$ cat src/rtl/phybcr_pkg.sv
// Constants, register map and field layout for the basic PHY control register
package phybcr_pkg;
  localparam int unsigned ADDR_W     = 5;
  localparam int unsigned DATA_W     = 16;
  localparam int unsigned REG_COUNT  = 32;
  localparam int unsigned STD_COUNT  = 16;

  localparam logic [ADDR_W-1:0] BASIC_PHY_CONTROL_IDX = 5'h00;

  localparam int unsigned BIT_SOFT_RESET   = 15;
  localparam int unsigned BIT_LOOP         = 14;
  localparam int unsigned BIT_SPEED_LO     = 13;
  localparam int unsigned BIT_AN_ENABLE    = 12;
  localparam int unsigned BIT_POWER_DOWN   = 11;
  localparam int unsigned BIT_ISOLATE      = 10;
  localparam int unsigned BIT_AN_RESTART   = 9;
  localparam int unsigned BIT_DUPLEX       = 8;
  localparam int unsigned BIT_COL_TEST     = 7;
  localparam int unsigned BIT_SPEED_HI     = 6;

  // Writable storage bits; reserved 5:0 and self-clearing bits excluded
  localparam logic [DATA_W-1:0] STORE_MASK  = 16'h7dc0;
  localparam logic [DATA_W-1:0] CTRL_RESET  = 16'h1140;
  localparam logic [DATA_W-1:0] ZERO_WORD   = 16'h0000;

  localparam logic [1:0] SPEED_10M   = 2'h0;
  localparam logic [1:0] SPEED_100M  = 2'h1;
  localparam logic [1:0] SPEED_1000M = 2'h2;
  localparam logic [1:0] SPEED_RSVD  = 2'h3;
endpackage

$ cat src/rtl/phybcr_top.sv
// Basic PHY control register with management access and control outputs
`timescale 1ns/100ps
`default_nettype none
module phybcr_top (
  input  wire logic                          sys_clk,
  input  wire logic                          reset_n,
  input  wire logic                          mgmt_wr_en,
  input  wire logic                          mgmt_rd_en,
  input  wire logic [phybcr_pkg::ADDR_W-1:0] mgmt_reg_addr,
  input  wire logic [phybcr_pkg::DATA_W-1:0] mgmt_wr_data,
  input  wire logic                          tx_active,
  output logic      [phybcr_pkg::DATA_W-1:0] mgmt_rd_data,
  output logic                               mgmt_std_space,
  output logic                               soft_reset_pulse,
  output logic                               negotiation_restart,
  output logic                               near_end_loop_enable,
  output logic                               an_enable,
  output logic                               power_down,
  output logic                               mac_side_isolate,
  output logic                               collision_test_enable,
  output logic      [1:0]                    forced_speed,
  output logic                               forced_full_duplex,
  output logic                               forced_mode_active,
  output logic                               forced_speed_reserved,
  output logic                               collision_out
);
  import phybcr_pkg::*;

  typedef struct packed {
    logic [DATA_W-1:0] ctrl;
    logic [DATA_W-1:0] rd_data;
    logic              std_space;
    logic              soft_rst;
    logic              an_restart;
    logic [1:0]        speed_eff;
    logic              duplex_eff;
    logic              forced;
    logic              speed_rsvd;
    logic              collision;
  } phybcr_state_t;

  phybcr_state_t state_reg;
  phybcr_state_t state_next;

  // Power-on image of every flop; soft reset reloads the control word and drops any restart written during its pulse
  localparam phybcr_state_t STATE_RESET = '{
    ctrl:       CTRL_RESET,
    rd_data:    ZERO_WORD,
    std_space:  1'b0,
    soft_rst:   1'b0,
    an_restart: 1'b0,
    speed_eff:  SPEED_10M,
    duplex_eff: 1'b0,
    forced:     1'b0,
    speed_rsvd: 1'b0,
    collision:  1'b0
  };

  // Index decode for the single register held here
  function automatic logic is_ctrl_index(input logic [ADDR_W-1:0] a);
    return (a == BASIC_PHY_CONTROL_IDX);
  endfunction

  // Upper half of the space belongs to vendor blocks elsewhere
  function automatic logic is_std_index(input logic [ADDR_W-1:0] a);
    return (a < ADDR_W'(STD_COUNT));
  endfunction

  function automatic logic [1:0] speed_of(input logic [DATA_W-1:0] c);
    return {c[BIT_SPEED_HI], c[BIT_SPEED_LO]};
  endfunction

  function automatic logic an_on(input logic [DATA_W-1:0] c);
    return c[BIT_AN_ENABLE];
  endfunction

  function automatic logic forced_of(input logic [DATA_W-1:0] c);
    return !an_on(c);
  endfunction

  // Only plain R/W bits are kept; self-clearing and reserved bits never stored
  function automatic logic [DATA_W-1:0] store_of(input logic [DATA_W-1:0] d);
    return d & STORE_MASK;
  endfunction

  // Self-clearing commands: a written one becomes a single-cycle pulse
  function automatic logic pulse_of(
    input logic              wr,
    input logic [DATA_W-1:0] d,
    input int unsigned       b
  );
    return wr && d[b];
  endfunction

  // Self-clearing bits show one while their pulse is still live
  function automatic logic [DATA_W-1:0] read_of(
    input logic [DATA_W-1:0] c,
    input logic              srst,
    input logic              anr
  );
    logic [DATA_W-1:0] w;
    w                 = store_of(c);
    w[BIT_SOFT_RESET] = srst;
    w[BIT_AN_RESTART] = anr;
    return w;
  endfunction

  // Reads of other indices return zero; they live in blocks outside this one
  function automatic logic [DATA_W-1:0] rd_word_of(
    input logic              sel,
    input logic [DATA_W-1:0] c,
    input logic              srst,
    input logic              anr
  );
    logic [DATA_W-1:0] r;
    if (sel) begin
      r = read_of(c, srst, anr);
    end else begin
      r = ZERO_WORD;
    end
    return r;
  endfunction

  function automatic logic [1:0] eff_speed_of(input logic [DATA_W-1:0] c);
    logic [1:0] s;
    if (an_on(c)) begin
      s = SPEED_10M;
    end else begin
      s = speed_of(c);
    end
    return s;
  endfunction

  function automatic logic eff_duplex_of(input logic [DATA_W-1:0] c);
    logic dx;
    if (an_on(c)) begin
      dx = 1'b0;
    end else begin
      dx = c[BIT_DUPLEX];
    end
    return dx;
  endfunction

  // Reserved pattern is passed through and flagged rather than remapped
  function automatic logic rsvd_speed_of(input logic [DATA_W-1:0] c);
    return forced_of(c) && (speed_of(c) == SPEED_RSVD);
  endfunction

  // Collision test is not gated by loopback; software keeps that pairing
  function automatic logic collision_of(
    input logic [DATA_W-1:0] c,
    input logic              tx
  );
    return c[BIT_COL_TEST] && tx;
  endfunction

  // Soft reset wins over any write landing in the same cycle
  function automatic logic [DATA_W-1:0] ctrl_next_of(
    input logic [DATA_W-1:0] c,
    input logic              srst,
    input logic              wr,
    input logic [DATA_W-1:0] d
  );
    logic [DATA_W-1:0] n;
    if (srst) begin
      n = CTRL_RESET;
    end else if (wr) begin
      n = store_of(d);
    end else begin
      n = c;
    end
    return n;
  endfunction

  // Decoded strobes for this cycle
  logic sel_ctrl;
  logic wr_ctrl;
  logic wr_srst;
  logic wr_anr;

  always_comb begin
    state_next = state_reg;
    sel_ctrl   = is_ctrl_index(mgmt_reg_addr);
    wr_ctrl    = mgmt_wr_en && sel_ctrl;
    wr_srst    = pulse_of(wr_ctrl, mgmt_wr_data, BIT_SOFT_RESET);
    wr_anr     = pulse_of(wr_ctrl, mgmt_wr_data, BIT_AN_RESTART);

    // Pulses stand for exactly one cycle after the accepting edge
    state_next.soft_rst   = wr_srst;
    state_next.an_restart = wr_anr && !state_reg.soft_rst;
    state_next.ctrl       = ctrl_next_of(state_reg.ctrl, state_reg.soft_rst, wr_ctrl,
                                         mgmt_wr_data);

    if (mgmt_rd_en) begin
      state_next.std_space = is_std_index(mgmt_reg_addr);
      state_next.rd_data   = rd_word_of(sel_ctrl, state_reg.ctrl, state_reg.soft_rst,
                                        state_reg.an_restart);
    end

    state_next.forced     = forced_of(state_next.ctrl);
    state_next.speed_eff  = eff_speed_of(state_next.ctrl);
    state_next.duplex_eff = eff_duplex_of(state_next.ctrl);
    state_next.speed_rsvd = rsvd_speed_of(state_next.ctrl);
    state_next.collision  = collision_of(state_reg.ctrl, tx_active);
  end

  always_ff @(posedge sys_clk or negedge reset_n) begin
    if (!reset_n) begin
      state_reg <= STATE_RESET;
    end else begin
      state_reg <= state_next;
    end
  end

  assign mgmt_rd_data          = state_reg.rd_data;
  assign mgmt_std_space        = state_reg.std_space;
  assign soft_reset_pulse      = state_reg.soft_rst;
  assign negotiation_restart   = state_reg.an_restart;
  assign near_end_loop_enable  = state_reg.ctrl[BIT_LOOP];
  assign an_enable             = state_reg.ctrl[BIT_AN_ENABLE];
  assign power_down            = state_reg.ctrl[BIT_POWER_DOWN];
  assign mac_side_isolate      = state_reg.ctrl[BIT_ISOLATE];
  assign collision_test_enable = state_reg.ctrl[BIT_COL_TEST];
  assign forced_speed          = state_reg.speed_eff;
  assign forced_full_duplex    = state_reg.duplex_eff;
  assign forced_mode_active    = state_reg.forced;
  assign forced_speed_reserved = state_reg.speed_rsvd;
  assign collision_out         = state_reg.collision;
endmodule
`default_nettype wire

$ cat config.mk
export PLATFORM = sky130hd
export DESIGN_NAME = phybcr_top
export DESIGN_NICKNAME = d
export VERILOG_FILES = /design/src/rtl/phybcr_pkg.sv /design/src/rtl/phybcr_top.sv
export SDC_FILE = /design/constraint.sdc
export NUM_CORES = 1
export LEC_CHECK = 0
export BUFFER_PORTS_ARGS = -buffer_cell sky130_fd_sc_hd__buf_2
export CAP_MARGIN = 0
export CORE_UTILIZATION = 50
export CTS_CLUSTER_SIZE = 12
export DETAILED_ROUTE_END_ITERATION = 16
export PLACE_DENSITY = 0.86
export SYNTH_ARGS = -nofsm -noshare
export SYNTH_HDL_FRONTEND = slang
export SYNTH_SLANG_ARGS = --single-unit
$ cat constraint.sdc
create_clock -name sys_clk -period 2.51 [get_ports sys_clk]
set_clock_uncertainty 0.1 [all_clocks]
set_input_delay 0 -clock sys_clk [delete_from_list [all_inputs] [get_ports sys_clk]]
set_output_delay 0 -clock sys_clk [all_outputs]
set_load 0.05 [all_outputs]
==> key figures <==
Outcome
  • Status: complete, no violations

Timing
  • RSZ-0062 raised after global routing: no
  • PnR worst setup slack: 0.705 ns
  • Crit share post-route: 71.9%
  • Hold WS: 0.0778 ns
  • Pins Over Slew Limit: 0
  • Setup TNS: 0 ns
  • Final setup viols: 0
  • Worst-Margin Slew: 0.617 ns
  • Crit path time final: 1.81 ns
  • Max Clk Rate: 554 MHz
  • Relative slew slack: 58.9%
  • Final hold violation count: 0

Worst setup path
  • CP Max Fanout: 25
  • CP endpoint kind: register
  • WS Path Type: reg2reg
  • Reg2Reg Depth: 3
  • CP startpoint kind: register
  • Req. time, crit path: 2.63 ns
  • Critical R2R Capture: state_reg[38]$_DFF_PN0_
  • Arr. time, crit path: 1.92 ns
  • Reg2Reg Setup Slack: 0.70 ns
  • RR Startpoint: soft_reset_pulse$_DFF_PN0_

Clock network
  • Hold buffers post-CTS: 17
  • Clk slew on worst S/H paths: 0.14 ns
  • TritonCTS clock tree: done
  • Setup Buffers After CTS: 0
  • Root buf cell: clkbuf_4
  • Clk Latency, worst-skew pair: 0.32 ns
  • CTS buffer count: 3
  • Sink Count: 27
  • Max H-tree Level: 1
  • CTS resizes: 0
  • Max Buffers Root-to-Sink: 2

Run
  • Max-Cap Viols: 0

Floorplanning
  • Die Ht: 52.6 microns
  • Die Area: 2770 sq um
  • IO Pins: 56
  • Core ar.: 2320 sq um
  • Die Span X: 52.6 microns
  • Initial core utilization: 55.3%
  • # rows: 17

Final layout
  • Fill cells: 169
  • Diode count: 0
  • Seq. cell area: 679 sq um
  • Area delta synth->final: 24.6%
  • Layout Utilization: 68.9%
  • Multi-input logic area: 457 sq um
  • Fin nets: 182
  • Max reg flops: 10
  • Share of cells above drive strength 1: 36.8%

Global route
  • Total congestion overflow: 0
  • Vias in the first global route: 871
  • First-pass GRT wire length: 4050 microns
  • Largest net degree at the start of global routing: 28
  • Antenna violations before repair: 0
  • GRT Overall Usage: 20.5%

Power
  • Sw frac: 37.6%
  • Logic pwr share: 32.6%
  • Clock network fraction of total power: 17.5%
  • Part of the power in registers: 49.9%
  • Power Density: 664 nW/um^2
  • NetSw: 399 uW
  • Leakage power: 0.818 nW
  • PnR Total Power: 1.06 mW
  • Power Internal: 662 uW
  • Worst vdd ir: 0.415 mV

Place
  • Hpwl dp: 1610 microns
  • Buffers on Ports: 43
  • Worst slack at placement: 0.761 ns
  • Placer congestion estimate: 0.731

Detailed routing
  • Drt total wl: 2410 microns
  • Detail Route Antenna Nets: 0
  • Pre-antenna DRT Iters: 4
  • Routed WL per cell: 13.2 microns
  • DRC: 0
  • Routed vias/inst: 4.81
  • Initial DRC count: 7
  • Via Count: 880

Worst hold path
  • Hold Crit Class: in2async

Yosys
  • Synthesized area: 1280 sq um
  • Ys Warns: 0
  • Register area share after synthesis: 53.0%
  • Largest area contributor in the netlist: dfrtp_1
  • Number of flops mapped to enable cells by yosys: 0
  • Syn Inst Count: 106
  • Share of the synthesized area in the top cell type: 46.8%
  • Synthesized flop and latch total: 27
  • Top area cells in the synthesized netlist: dfrtp_1, buf_4, mux2i_1
  • Count leader, synth: dfrtp_1
  • Syn avg cell area: 12.1 sq um
  • Synth cell count leaders: dfrtp_1, buf_4, nand2b_1
  • Asr flop ratio synth: 100%
  • Unique masters post-synth: 22
  • Top_reg_cell synth: dfrtp_1
## placed cells by master, fill, tap and decap left out, types with 2 or more instances in the layout
master,synthesis,routed
nor3b_1,4,4
clkbuf_4,0,3
nand2_1,2,2
a22o_1,10,10
nand2b_1,11,11
buf_2,0,43
conb_1,1,6
dlygate4sd3_1,0,17
dfstp_2,3,3
mux2_2,4,4
nor2_1,6,6
dfrtp_1,24,24
mux2i_1,9,9
and2_1,2,2
nor4bb_1,2,2
## worst max-delay path, stage by stage, from the launching register on
cell	delay [ns]
dfrtp_1	0.76
nand2b_1	0.19
mux2i_1	0.07
dlygate4sd3_1	0.58
## worst max path at each step
stage / slack (ns) / to / depth (start not counted) / from
after detailed placement: 0.76 / forced_full_duplex$_DFF_PN0_ / 5 / mgmt_reg_addr[1]
after floorplan: 0.98 / forced_mode_active$_DFF_PN0_ / 3 / soft_reset_pulse$_DFF_PN0_
after CTS: 0.74 / state_reg[38]$_DFF_PN0_ / 3 / soft_reset_pulse$_DFF_PN0_
after global placement: 0.80 / forced_full_duplex$_DFF_PN0_ / 5 / mgmt_reg_addr[1]
final: 0.70 / state_reg[38]$_DFF_PN0_ / 3 / soft_reset_pulse$_DFF_PN0_
after global routing: 0.58 / state_reg[38]$_DFF_PN0_ / 3 / soft_reset_pulse$_DFF_PN0_
## power by group through the flow
stage	Sequential, mW	Combinational (mW)	Clock (mW)
floorplan	0.649	0.137	0
global placement	0.537	0.308	0
detailed placement	0.538	0.315	0
CTS	0.529	0.344	0.188
global route	0.537	0.368	0.202
finish	0.529	0.346	0.186
## cell type report
type                            count  area share (%)
Tap cell                           28            2.19
Multi-Input combinational cell     61            28.6
Sequential cell                    27            42.5
Timing Repair Buffer               61            24.6
Clock buffer                        4            1.64
Inverter                            2           0.470
## logic make-up (layout without fill, tap and decap cells)
group	count (synthesis)	count (layout)	synth area share [%]
flip-flops	27	27	53.0
AO/OA/AOI/OAI	11	11	7.22
other	1	6	0.292
buffers and inverters	23	67	12.9
multiplexers	13	13	10.5
AND/OR/NAND/NOR	31	31	16.1
## metrics by stage
stage / cell area (sq um) / cells
final: 1600 / 183
after detailed placement: 1400 / 162
after global placement: 1400 / 162
after global routing: 1600 / 183
after floorplan: 1300 / 111
after CTS: 1600 / 183
## metal layers
layer / vias to the layer above / GRT usage, % / share of wire [%]
met2: 23 / 34.2 / 52
met4: 0 / 6.58 / 0.75
li1: 434 / - / -
met5: - / 0 / 0
met1: 421 / 27.3 / 43
met3: 2 / 2.90 / 4.1
No activity file was read; power rests on OpenSTA's default activity.
